**config.mk**
```make
export PLATFORM = sky130hd
export DESIGN_NAME = asor_regs
export DESIGN_NICKNAME = d
export VERILOG_FILES = /design/src/asor_pkg.sv /design/src/asor_axis_if.sv /design/src/asor_axis_reg.sv /design/src/asor_ready_track.sv /design/src/asor_regs.sv
export SDC_FILE = /design/constraint.sdc
export NUM_CORES = 1
export LEC_CHECK = 0
export BUFFER_PORTS_ARGS = -buffer_cell sky130_fd_sc_hd__buf_2
export CORE_MARGIN = 2
export CORE_UTILIZATION = 35
export CTS_CLUSTER_SIZE = 12
export DETAILED_ROUTE_END_ITERATION = 10
export HOLD_SLACK_MARGIN = 0.1
export PLACE_DENSITY_LB_ADDON = 0.1
export SLEW_MARGIN = 25
export SYNTH_ARGS = -nofsm -noshare
export SYNTH_HDL_FRONTEND = slang
export SYNTH_SLANG_ARGS = --single-unit
```
**constraint.sdc**
```tcl
create_clock -name i_ref_clk -period 2.79 [get_ports i_ref_clk]
set_input_delay 0.1395 -clock i_ref_clk [delete_from_list [all_inputs] [get_ports i_ref_clk]]
set_output_delay 0.1395 -clock i_ref_clk [all_outputs]
set_load 0.02 [all_outputs]
```
**src/asor_pkg.sv**
```systemverilog
// Constants shared by the axis sample output register bank
// -----------------------------------------------------------------------------
// How it works
// - Each axis sample is held as a 14-bit two's-complement word.
// - The six axis bytes sit at addresses 0x01 to 0x06, X then Y then Z, high byte first.
// - A low byte reads back only directly after its own high byte in one burst; else zero.
// - A high-byte read locks the low byte, so both bytes come from the same sample.
// - The X high byte at 0x01 holds sample bits 13 to 6, resets to zero, read-only.
// - The X low byte at 0x02 holds sample bits 5 to 0, resets to zero, read-only.
// - Y uses 0x03 and 0x04 and Z uses 0x05 and 0x06 in the same way, zero at reset.
// - One count is one milli-g over a range of plus and minus eight g.
// - 0x1FFF is the positive maximum, zero is zero g, all ones is minus one count, 0x2000 is min.
// - Each low byte carries its six sample bits in bit positions 7 to 2.
// - Each axis flag clears on its high-byte read; the all-axes flag after all three are read.
// - All contents clear while enable is low; while enable stays high each sample is kept until the next load.
// -----------------------------------------------------------------------------
package asor_pkg;
   localparam int N_AXES = 3;
   localparam int SAMPLE_W = 14;
   localparam int DATA_W = 8;
   localparam int ADDR_W = 8;
   localparam int HI_LSB = 6;
   localparam int LO_W = 6;
   localparam int LO_PAD_W = 2;
   localparam logic [ADDR_W-1:0] ADDR_X_HI = 8'h01;
   localparam logic [ADDR_W-1:0] ADDR_X_LO = 8'h02;
   localparam logic [ADDR_W-1:0] ADDR_Y_HI = 8'h03;
   localparam logic [ADDR_W-1:0] ADDR_Y_LO = 8'h04;
   localparam logic [ADDR_W-1:0] ADDR_Z_HI = 8'h05;
   localparam logic [ADDR_W-1:0] ADDR_Z_LO = 8'h06;
   localparam logic [DATA_W-1:0] RESET_BYTE = 8'h00;
   localparam logic [SAMPLE_W-1:0] RESET_SAMPLE = 14'h0000;
   localparam logic [LO_PAD_W-1:0] LO_PAD = 2'h0;
   localparam logic [SAMPLE_W-1:0] SAMPLE_POS_MAX = 14'h1FFF;
   localparam logic [SAMPLE_W-1:0] SAMPLE_NEG_MAX = 14'h2000;
   localparam int MG_PER_COUNT = 1;
   localparam int FULL_SCALE_G = 8;
   localparam logic [N_AXES-1:0] ALL_AXES = 3'h7;
endpackage

```
**src/asor_axis_if.sv**
```systemverilog
// Signals between the register bank top and one axis store
`timescale 1ns/10ps
interface asor_axis_if;
   logic [asor_pkg::SAMPLE_W-1:0] sample_in;
   logic load;
   logic hi_read;
   logic [asor_pkg::SAMPLE_W-1:0] word;
   logic [asor_pkg::DATA_W-1:0] hi_byte;
   logic [asor_pkg::DATA_W-1:0] lo_byte;
   logic ready;
   modport store (
      input sample_in, load, hi_read,
      output word, hi_byte, lo_byte, ready
   );
   modport ctl (
      output sample_in, load, hi_read,
      input word, hi_byte, lo_byte, ready
   );
endinterface

```
**src/asor_axis_reg.sv**
```systemverilog
// One axis: sample word, locked low byte and per-axis ready flag
`timescale 1ns/10ps
module asor_axis_reg (
   // Clock and control
   input wire logic i_ref_clk,
   input wire logic i_rst_n,
   input wire logic i_ce,
   input wire logic i_en,
   // Axis link to the top
   asor_axis_if.store ax
);
   logic [asor_pkg::SAMPLE_W-1:0] sample;
   logic [asor_pkg::LO_W-1:0] locked_lo;
   logic ready;

   // -------------------------------------------------------------------------
   // Storage
   // -------------------------------------------------------------------------
   // A load in the same cycle as a high read still locks the old low bits,
   // matching the high byte just returned
   always_ff @(posedge i_ref_clk or negedge i_rst_n) begin
      if (!i_rst_n) begin
         sample <= asor_pkg::RESET_SAMPLE;
         locked_lo <= '0;
         ready <= 1'b0;
      end else if (i_ce) begin
         if (!i_en) begin
            sample <= asor_pkg::RESET_SAMPLE;
            locked_lo <= '0;
            ready <= 1'b0;
         end else begin
            if (ax.load) begin
               sample <= ax.sample_in;
            end
            if (ax.hi_read) begin
               locked_lo <= sample[asor_pkg::LO_W-1:0];
            end
            if (ax.load) begin
               ready <= 1'b1;
            end else if (ax.hi_read) begin
               ready <= 1'b0;
            end
         end
      end
   end

   assign ax.word = sample;
   assign ax.hi_byte = sample[asor_pkg::SAMPLE_W-1:asor_pkg::HI_LSB];
   assign ax.lo_byte = {locked_lo, asor_pkg::LO_PAD};
   assign ax.ready = ready;
endmodule

```
**src/asor_ready_track.sv**
```systemverilog
// All-axes ready flag: set on a fresh sample, cleared once all high bytes read
`timescale 1ns/10ps
module asor_ready_track (
   // Clock and control
   input wire logic i_ref_clk,
   input wire logic i_rst_n,
   input wire logic i_ce,
   input wire logic i_en,
   // Events
   input wire logic i_load,
   input wire logic [asor_pkg::N_AXES-1:0] i_hi_read,
   // Flag
   output logic o_all_axes_ready_flag
);
   logic [asor_pkg::N_AXES-1:0] seen;
   logic [asor_pkg::N_AXES-1:0] next_seen;
   logic all_read;

   assign next_seen = seen | i_hi_read;
   assign all_read = (next_seen == asor_pkg::ALL_AXES);

   // A sample arriving with the last high read wins: new data stays flagged
   always_ff @(posedge i_ref_clk or negedge i_rst_n) begin
      if (!i_rst_n) begin
         seen <= '0;
         o_all_axes_ready_flag <= 1'b0;
      end else if (i_ce) begin
         if (!i_en) begin
            seen <= '0;
            o_all_axes_ready_flag <= 1'b0;
         end else if (i_load) begin
            seen <= '0;
            o_all_axes_ready_flag <= 1'b1;
         end else if (o_all_axes_ready_flag) begin
            seen <= all_read ? '0 : next_seen;
            if (all_read) begin
               o_all_axes_ready_flag <= 1'b0;
            end
         end
      end
   end
endmodule

```
**src/asor_regs.sv**
```systemverilog
// Axis sample output register bank: read port, decode and coherent byte pairs
`timescale 1ns/10ps
module asor_regs (
   // Clock, reset, clock enable
   input wire logic i_ref_clk,
   input wire logic i_rst_n,
   input wire logic i_ce,
   // Enable pin level, synchronous
   input wire logic i_en,
   // New sample from the converter
   input wire logic i_sample_valid,
   input wire logic [asor_pkg::SAMPLE_W-1:0] i_x_sample_bits,
   input wire logic [asor_pkg::SAMPLE_W-1:0] i_y_sample_bits,
   input wire logic [asor_pkg::SAMPLE_W-1:0] i_z_sample_bits,
   // Register read port from the serial engine
   input wire logic i_rd_req,
   input wire logic [asor_pkg::ADDR_W-1:0] i_rd_addr,
   input wire logic i_rd_seq,
   output logic [asor_pkg::DATA_W-1:0] o_rd_data,
   output logic o_rd_ack,
   // Ready flags
   output logic [asor_pkg::N_AXES-1:0] o_axis_ready,
   output logic o_all_axes_ready_flag
);
   // -------------------------------------------------------------------------
   // Decode
   // -------------------------------------------------------------------------
   logic [asor_pkg::SAMPLE_W-1:0] samples [asor_pkg::N_AXES];
   logic [asor_pkg::DATA_W-1:0] hi_bytes [asor_pkg::N_AXES];
   logic [asor_pkg::DATA_W-1:0] lo_bytes [asor_pkg::N_AXES];
   logic [asor_pkg::SAMPLE_W-1:0] words [asor_pkg::N_AXES];
   logic [asor_pkg::N_AXES-1:0] ready_bits;
   logic [asor_pkg::N_AXES-1:0] hi_read;
   logic rd_take;
   logic in_range;
   logic [asor_pkg::ADDR_W-1:0] addr_off;
   logic [1:0] axis_sel;
   logic hit_hi;
   logic hit_lo;
   logic lo_ok;
   logic [asor_pkg::DATA_W-1:0] rd_byte;
   logic prev_hi;
   logic [1:0] prev_axis;

   assign samples[0] = i_x_sample_bits;
   assign samples[1] = i_y_sample_bits;
   assign samples[2] = i_z_sample_bits;

   assign rd_take = i_rd_req && i_en;
   assign in_range = (i_rd_addr >= asor_pkg::ADDR_X_HI) && (i_rd_addr <= asor_pkg::ADDR_Z_LO);
   assign addr_off = i_rd_addr - asor_pkg::ADDR_X_HI;
   assign axis_sel = addr_off[2:1];
   assign hit_hi = rd_take && in_range && !addr_off[0];
   assign hit_lo = rd_take && in_range && addr_off[0];
   // Random access to a low byte returns zero rather than a stale lock
   assign lo_ok = i_rd_seq && prev_hi && (prev_axis == axis_sel);
   assign rd_byte = hit_hi ? hi_bytes[axis_sel] :
                    (hit_lo && lo_ok) ? lo_bytes[axis_sel] : asor_pkg::RESET_BYTE;

   // -------------------------------------------------------------------------
   // Axis stores
   // -------------------------------------------------------------------------
   genvar gi;
   generate
      for (gi = 0; gi < asor_pkg::N_AXES; gi++) begin : g_axis
         asor_axis_if ax_if ();
         assign ax_if.sample_in = samples[gi];
         assign ax_if.load = i_sample_valid;
         assign ax_if.hi_read = hi_read[gi];
         assign hi_read[gi] = hit_hi && (axis_sel == 2'(gi));
         assign hi_bytes[gi] = ax_if.hi_byte;
         assign lo_bytes[gi] = ax_if.lo_byte;
         assign words[gi] = ax_if.word;
         assign ready_bits[gi] = ax_if.ready;
         asor_axis_reg u_axis (
            .i_ref_clk(i_ref_clk),
            .i_rst_n(i_rst_n),
            .i_ce(i_ce),
            .i_en(i_en),
            .ax(ax_if.store)
         );
      end
   endgenerate

   assign o_axis_ready = ready_bits;

   asor_ready_track u_track (
      .i_ref_clk(i_ref_clk),
      .i_rst_n(i_rst_n),
      .i_ce(i_ce),
      .i_en(i_en),
      .i_load(i_sample_valid),
      .i_hi_read(hi_read),
      .o_all_axes_ready_flag(o_all_axes_ready_flag)
   );

   // -------------------------------------------------------------------------
   // Read answer and burst history
   // -------------------------------------------------------------------------
   always_ff @(posedge i_ref_clk or negedge i_rst_n) begin
      if (!i_rst_n) begin
         o_rd_data <= asor_pkg::RESET_BYTE;
         o_rd_ack <= 1'b0;
         prev_hi <= 1'b0;
         prev_axis <= 2'h0;
      end else if (i_ce) begin
         o_rd_data <= rd_byte;
         o_rd_ack <= i_rd_req;
         if (i_rd_req) begin
            prev_hi <= hit_hi;
            prev_axis <= axis_sel;
         end
      end
   end
endmodule

```
# ---- After elaboration in Yosys (flattened, before gate mapping)
# Index checks and enable logic that the tools add are counted.
dict set report totals {
  romBits 0
  ff_bits 79
  out_inout_bits 13
  word_cells 92
  mem_bits_rw 0
  latch_bits 0
  memories 0
  inputBits 57
}
dict set report classes {
  multipliers 0
  n_bitwise 2
  n_lt_le_gt_ge 3
  shift 0
  div_mod_pow 0
  addsub 1
  reduce_logical 22
  mux 37
  eq_ne 12
}
# operator count
set ops {}
lappend ops {{14-bit two-way mux} 6}
lappend ops {{8-bit two-way mux} 6}
lappend ops {{6-bit two-way mux} 6}
lappend ops {{8-bit binary-select mux with 2-bit select} 2}
lappend ops {{2-bit AND reduction} 9}
lappend ops {{1-bit two-way mux} 13}
lappend ops {{3-bit two-way mux} 4}
lappend ops {{3-bit by 1-bit != test with 1-bit output (second input constant)} 4}
lappend ops {{1-bit logical AND} 11}
lappend ops {{8-bit by 1-bit >= comparator with 1-bit output (second input constant)} 1}
lappend ops {{8-bit by 3-bit less-or-equal comparator with 1-bit output (second input constant)} 1}
lappend ops {{2-bit by 1-bit != test with 1-bit output (second input constant)} 4}
lappend ops {{3-bit equality test (second input constant)} 1}
lappend ops {{3-bit >= comparator (second input constant)} 1}
lappend ops {{2-bit inverter with 3-bit output} 1}
lappend ops {{3-bit OR} 1}
lappend ops {{3-bit by 1-bit subtractor with 3-bit output (second input constant)} 1}
lappend ops {{2-bit by 1-bit equality test with 1-bit output (second input constant)} 1}
lappend ops {{2-bit equality test} 1}
lappend ops {{2-bit equality test (second input constant)} 1}
lappend ops {{2-bit logical NOT} 1}
lappend ops {{1-bit logical NOT} 1}

# ---- Depth between registers and ports, before layout
dict set report logic_depth {
  word_depth 11
  mapped_depth 9
  mapped_depth_nobuf 7
}

# ---- Modules after synthesis
# From an unflattened synthesis, not the netlist that was laid out.
dict set report unflattened {
  cells_unflattened 432
  hier_area_um2 4620.7
}
# module n_inst area_per_inst_um2 cells_each seq_area_each_um2
set by_module_without_submodules {}
lappend by_module_without_submodules {asor_axis_reg 3 1076.0 91 525.5}
lappend by_module_without_submodules {asor_regs 1 1153.6 134 300.3}
lappend by_module_without_submodules {asor_ready_track 1 239.0 25 100.1}

# ---- Worst setup path after synthesis
# No wires, ideal clock.
dict set report synth_timing {
  kind {input-to-reg}
  start {in i_rd_addr[0] in the netlist's numbering}
  end {reg o_rd_data[5] in the netlist's numbering}
  path_slack_ns 1.071
  setup_time_ns 0.066
  t_arrival_ns 1.653
  cell_stages 9
  required_ns 2.724
  n_path_buf 2
  cell_sequence {inv_1 ha_1 buf_6 inv_1 clkbuf_1 nand3_1 a2111oi_2 a21oi_1 nand2_1}
}
dict set report synth_via {
  elab_chain_cells 7
  word_cells_on_any_way 20
  classes_between {add/sub: 1; order compare: 2; eq/ne: 1; mux: 8; bitwise: 1; reduce/logical: 7}
}
# item line_no
set synth_lines {}
lappend synth_lines {{start: declaration} asor_regs.sv:17} ;# input wire logic [asor_pkg::ADDR_W-1:0] i_rd_addr,
lappend synth_lines {{3-bit by 1-bit subtractor with 3-bit output, or another cell as far along} asor_regs.sv:51} ;# assign addr_off = i_rd_addr - asor_pkg::ADDR_X_HI;
lappend synth_lines {{2-bit inverter with 3-bit output (implied by the code) or 1-bit logical AND (tied branches)} {asor_regs.sv:57, asor_regs.sv:58, asor_regs.sv:50}}
lappend synth_lines {{8-bit binary-select mux with 2-bit select or 1-bit logical AND (tied branches)} {asor_regs.sv:58, asor_regs.sv:53, asor_regs.sv:54}}
lappend synth_lines {{8-bit two-way mux (implied by the code) or 1-bit logical AND (tied branches)} {asor_regs.sv:58, asor_regs.sv:54}}
lappend synth_lines {{8-bit two-way mux (implied by the code) or 1-bit logical AND (tied branches)} asor_regs.sv:58} ;# (hit_lo && lo_ok) ? lo_bytes[axis_sel] : asor_pkg::RESET_BYTE;
lappend synth_lines {{8-bit two-way mux} asor_regs.sv:58}
lappend synth_lines {{8-bit two-way mux (*)} asor_regs.sv:57} ;# assign rd_byte = hit_hi ? hi_bytes[axis_sel] :
lappend synth_lines {{end signal: assignment} asor_regs.sv:102} ;# o_rd_data <= asor_pkg::RESET_BYTE;
lappend synth_lines {{end signal: assignment} asor_regs.sv:107} ;# o_rd_data <= rd_byte;
lappend synth_lines {{end: declaration} asor_regs.sv:19} ;# output logic [asor_pkg::DATA_W-1:0] o_rd_data,
# Every way passes the cells marked *; elsewhere a longest branch is shown, timed or not. The select of a mux whose other input is x is not followed.
# A chain may end at the register's enable or synchronous reset.

# ---- Final worst setup path
dict set report layout_timing {
  start {in i_rd_addr[0] in the netlist's numbering}
  end {reg g_axis[2].u_axis.locked_lo[0] in the netlist's numbering}
}
dict set report layout_via {
  elab_chain_cells 7
  word_cells_on_any_way 11
  classes_between {add/sub: 1; order compare: 2; eq/ne: 2; reduce/logical: 6}
}
# item line_no
set layout_lines {}
lappend layout_lines {{8-bit by 1-bit >= comparator with 1-bit output or 8-bit by 3-bit less-or-equal comparator with 1-bit output (tied branches)} asor_regs.sv:50} ;# assign in_range = (i_rd_addr >= asor_pkg::ADDR_X_HI) && (i_rd_addr <= asor_pkg::ADDR_Z_LO);
lappend layout_lines {{1-bit logical AND} asor_regs.sv:50}
lappend layout_lines {{1-bit logical AND (2 in a row)} asor_regs.sv:53} ;# assign hit_hi = rd_take && in_range && !addr_off[0];
lappend layout_lines {{1-bit logical AND (*)} asor_regs.sv:70} ;# assign hi_read[gi] = hit_hi && (axis_sel == 2'(gi));
lappend layout_lines {{2-bit by 1-bit != test with 1-bit output (no line) (*)} n/a}
lappend layout_lines {{2-bit AND reduction (no line) (*)} n/a}
lappend layout_lines {{end signal: assignment} asor_axis_reg.sv:36} ;# locked_lo <= sample[asor_pkg::LO_W-1:0];
lappend layout_lines {{end: declaration} asor_axis_reg.sv:13} ;# logic [asor_pkg::LO_W-1:0] locked_lo;
# Every way passes the cells marked *; elsewhere a longest branch is shown, timed or not.

==> flow_metrics.env <==
export IMPL_avgSynthCellArea_um2=11.0
export IMPL_antennaDiodeCount=0
export IMPL_ctsRootBufferMaster="clkbuf_8"
export IMPL_clkTransAtPathRegs_ns=0.08
export IMPL_io_pins=70
export IMPL_drv_slew=0
export IMPL_hold_path_class="in -> reg"
export IMPL_finish_utilization_pct=46.4
export IMPL_tightest_slew_ns=0.807
export IMPL_seqPwrFrac_pct=49.7
export IMPL_fin_setup_tns_ns=0
export IMPL_synth_edf_count=0
export IMPL_path_max_fanout=15
export IMPL_synthMuxAreaShare_pct=2.48
export IMPL_synth_top_family_by_area="compound AO/OA/AOI/OAI gates"
export IMPL_grt_overflow=0
export IMPL_grt_max_degree=80
export IMPL_die_h_um=106
export IMPL_critical_path_max_stage_delay_ns=0.66
export IMPL_power_internal_mw=1.88
export IMPL_ys_ff_latch=79
export IMPL_leakagePower_nw=2.22
export IMPL_clockBufferDepth=2
export IMPL_crit_family="simple AND/OR/NAND/NOR gates"
export IMPL_worst_skew_pair_late_latency_ns=0.35
export IMPL_viasPerCell=5.05
export IMPL_cts_tree="done"
export IMPL_switching_power_mw=0.617
export IMPL_start_util_pct=35.7
export IMPL_grt_pass1_vias=2930
export IMPL_hold_slack_ns=0.146
export IMPL_htreeDepth=3
export IMPL_n_fill_cell=998
export IMPL_cp_required_ns=2.99
export IMPL_status="finished, final reports clean"
export IMPL_die_area_mm2=0.0112
export IMPL_grt_pass1_wl_mm=14.8
export IMPL_crit_buf_inv=3
export IMPL_mappedNetlistNets=391
export IMPL_hpwlAfterDp_mm=6.12
export IMPL_coreArea_mm2=0.0102
export IMPL_rsz0062_at_grt="false"
export IMPL_synth_xor_area_share_pct=1.17
export IMPL_detail_route_iter0_violations=97
export IMPL_nets=495
export IMPL_synth_top_cells_by_area="dfrtp_1 (54%), a22o_1 (10%), nand2_1 (7.6%)"
export IMPL_syn_instance_count=331
export IMPL_synth_yosys_warnings=0
export IMPL_synth_top_area_share_pct=54.4
export IMPL_vias=2902
export IMPL_synthSimpleGateAreaFrac_pct=13.9
export IMPL_wl_per_cell_um=15.9
export IMPL_netlist_area_mm2=0.00363
export IMPL_relSlewSlack_pct=46.2
export IMPL_async_reset_ff_share_pct=100
export IMPL_antenna_found_initial=0
export IMPL_synth_top_area_cell="dfrtp_1"
export IMPL_cp_cell_sequence="buf_2, inv_1, ha_1, inv_1, nor4_4, o21ai_0"
export IMPL_first_pass_iters=4
export IMPL_gr_usage_all_layers_pct=17.2
export IMPL_yosysSeqAreaShare_pct=54.4
export IMPL_synth_cell_type_count=43
export IMPL_finalHoldViolCount=0
export IMPL_die_x_um=106
export IMPL_setup_viol=0
export IMPL_wl_mm=9.16
export IMPL_finish_instance_area_mm2=0.00472
export IMPL_drc_errors=0
export IMPL_maxCapViolations=0
export IMPL_detail_route_antenna_nets=0
export IMPL_cp_end_kind="register"
export IMPL_cts_sinks=79
export IMPL_synth_flop_cell="dfrtp_1"
export IMPL_worstSetupStartpointType="input port"
export IMPL_synth_compound_area_share_pct=22.4
export IMPL_synthAdderAreaFrac_pct=1.03
export IMPL_pwr_share_clk_pct=37.1
export IMPL_layout_min_cycle_time_ns=1.85
export IMPL_area_growth_pct=30.0
export IMPL_skew_ns=0.00931
export IMPL_cts_setup_buffers=0
export IMPL_cp_arrival_ns=2.06
export IMPL_drive_above_1_share_pct=23.9
export IMPL_cts_made_buffers=9
export IMPL_p_comb_share_pct=13.2
export IMPL_postPlaceCellArea_mm2=0.00408
export IMPL_powerDensity_mw_per_mm2=528
export IMPL_sw_frac_of_total_pct=24.7
export IMPL_cts_hold_buf=43
export IMPL_fmax_mhz=539
export IMPL_critical_path_class="in -> reg"
export IMPL_cp_slowest_cell="nor4_4"
export IMPL_ir_worst_vdd_v=0.000248
export IMPL_cts_repair_resized=0
export IMPL_numPortBuffers=69
export IMPL_path_common_cell="inv_1"
export IMPL_gp_congestion=0.771
export IMPL_rows=37
export IMPL_min_period_over_period_pct=66.5
[metrics by stage]
stage	setup WS, ns	power [mW]	std cells
CTS	0.942	2.53	575
global route	0.690	2.61	575
floorplan	1.07	1.43	331
detailed placement	0.553	1.55	517
global placement	0.624	1.55	517
finish	0.935	2.49	575
[cell usage after synthesis (3+ instances only)]
cell type,number
a22o_1,43
mux2i_1,9
nor4_4,3
and3_1,3
nand3_1,3
dfrtp_1,79
ha_1,3
buf_2,5
o22ai_1,7
buf_4,5
xnor2_1,3
inv_1,7
buf_6,3
o21ai_0,15
nor2_1,3
o31ai_1,3
nand2_1,74
a22oi_1,4
a221o_1,3
a21oi_1,6
o21ai_1,12
clkbuf_1,12
[worst reg2reg max path, delay by kind of cell, from the launching register on]
kind | cells | cell delay [ns]
AND/OR/NAND/NOR | 2 | 0.81
flip-flops | 1 | 0.40
AO/OA/AOI/OAI | 1 | 0.23
XOR/XNOR | 1 | 0.12
[final cells by class]
| type | instances | area, µm² | area share [%] |
|---|---|---|---|
| flip-flops and latches | 79 | 1980 | 41.9 |
| multi-input cells | 220 | 1500 | 31.7 |
| repair buffers | 118 | 840 | 17.8 |
| well taps | 136 | 170 | 3.60 |
| clock buffers | 11 | 141 | 2.99 |
| clock inverters | 4 | 70.1 | 1.48 |
| inverters | 7 | 26.3 | 0.556 |
[path summary, 6_finish.rpt]
kind | from | endpoint | slack, ns | depth (start not counted)
worst max-delay path | i_rd_addr[0] | g_axis[2].u_axis.locked_lo[0] | 0.94 | 6
worst min-delay path | i_rd_req | o_rd_ack | 0.15 | 3
worst max register to register | prev_axis[0] | o_rd_data[2] | 1.18 | 4
worst min register to register | g_axis[2].u_axis.ax.word[2] | g_axis[2].u_axis.locked_lo[2] | 0.49 | 2
max in group asynchronous | i_rst_n | g_axis[2].u_axis.ax.ready | 1.88 | 2
min in group asynchronous | i_rst_n | o_rd_ack | 0.37 | 2
[cell usage in the layout, fill, tap and decap left out, types with 2 or more instances in the layout]
cell type	netlist	routed
dfrtp_1	79	79
nand2_1	74	74
buf_2	5	68
a22o_1	43	43
dlygate4sd3_1	0	43
o21ai_0	15	15
o21ai_1	12	11
clkbuf_8	0	10
mux2i_1	9	9
inv_1	7	7
o22ai_1	7	7
a21oi_1	6	6
buf_4	5	5
a22oi_1	4	4
and3_1	3	3
nor2_1	3	3
xnor2_1	3	3
nor4_4	3	3
nand3_1	3	3
o31ai_1	3	3
a221o_1	3	3
ha_1	3	3
a31o_2	2	2
nand4_1	2	2
a41o_1	2	2
a32o_1	2	2
a2111oi_2	2	2
clkinv_2	0	2
bufinv_16	0	2
[power groups by stage]
stage / clock, mW / combinational [mW] / sequential (mW)
6_report: 0.924 / 0.329 / 1.24
5_1_grt: 1.00 / 0.362 / 1.25
4_1_cts: 0.954 / 0.332 / 1.24
3_5_place_dp: 0 / 0.286 / 1.26
3_3_place_gp: 0 / 0.283 / 1.26
2_1_floorplan: 0 / 0.178 / 1.25
[cells by family after synthesis]
kind of cell,after synthesis
AND/OR/NAND/NOR,97
AO/OA/AOI/OAI,107
multiplexers,9
flip-flops,79
buffers and inverters,32
XOR/XNOR,4
adder cells (fa/ha/maj),3
[metal layers]
layer | global-route usage, % | up-vias | share of wire [%]
li1 | - | 1404 | -
met1 | 24.4 | 1422 | 49
met2 | 25.7 | 61 | 45
met3 | 3.40 | 15 | 4.1
met4 | 7.33 | 0 | 2.1
met5 | 0 | - | 0
[flip-flops by register name, indices dropped and copies added (netlist names)]
name and flops:
prev_axis 2, g_axis.u_axis.locked_lo 18, g_axis.u_axis.ax.word 42, o_rd_data 8, u_track.o_all_axes_ready_flag 1, prev_hi 1
u_track.seen 3, o_rd_ack 1, g_axis.u_axis.ax.ready 3
(Power assumes the default switching activity.)
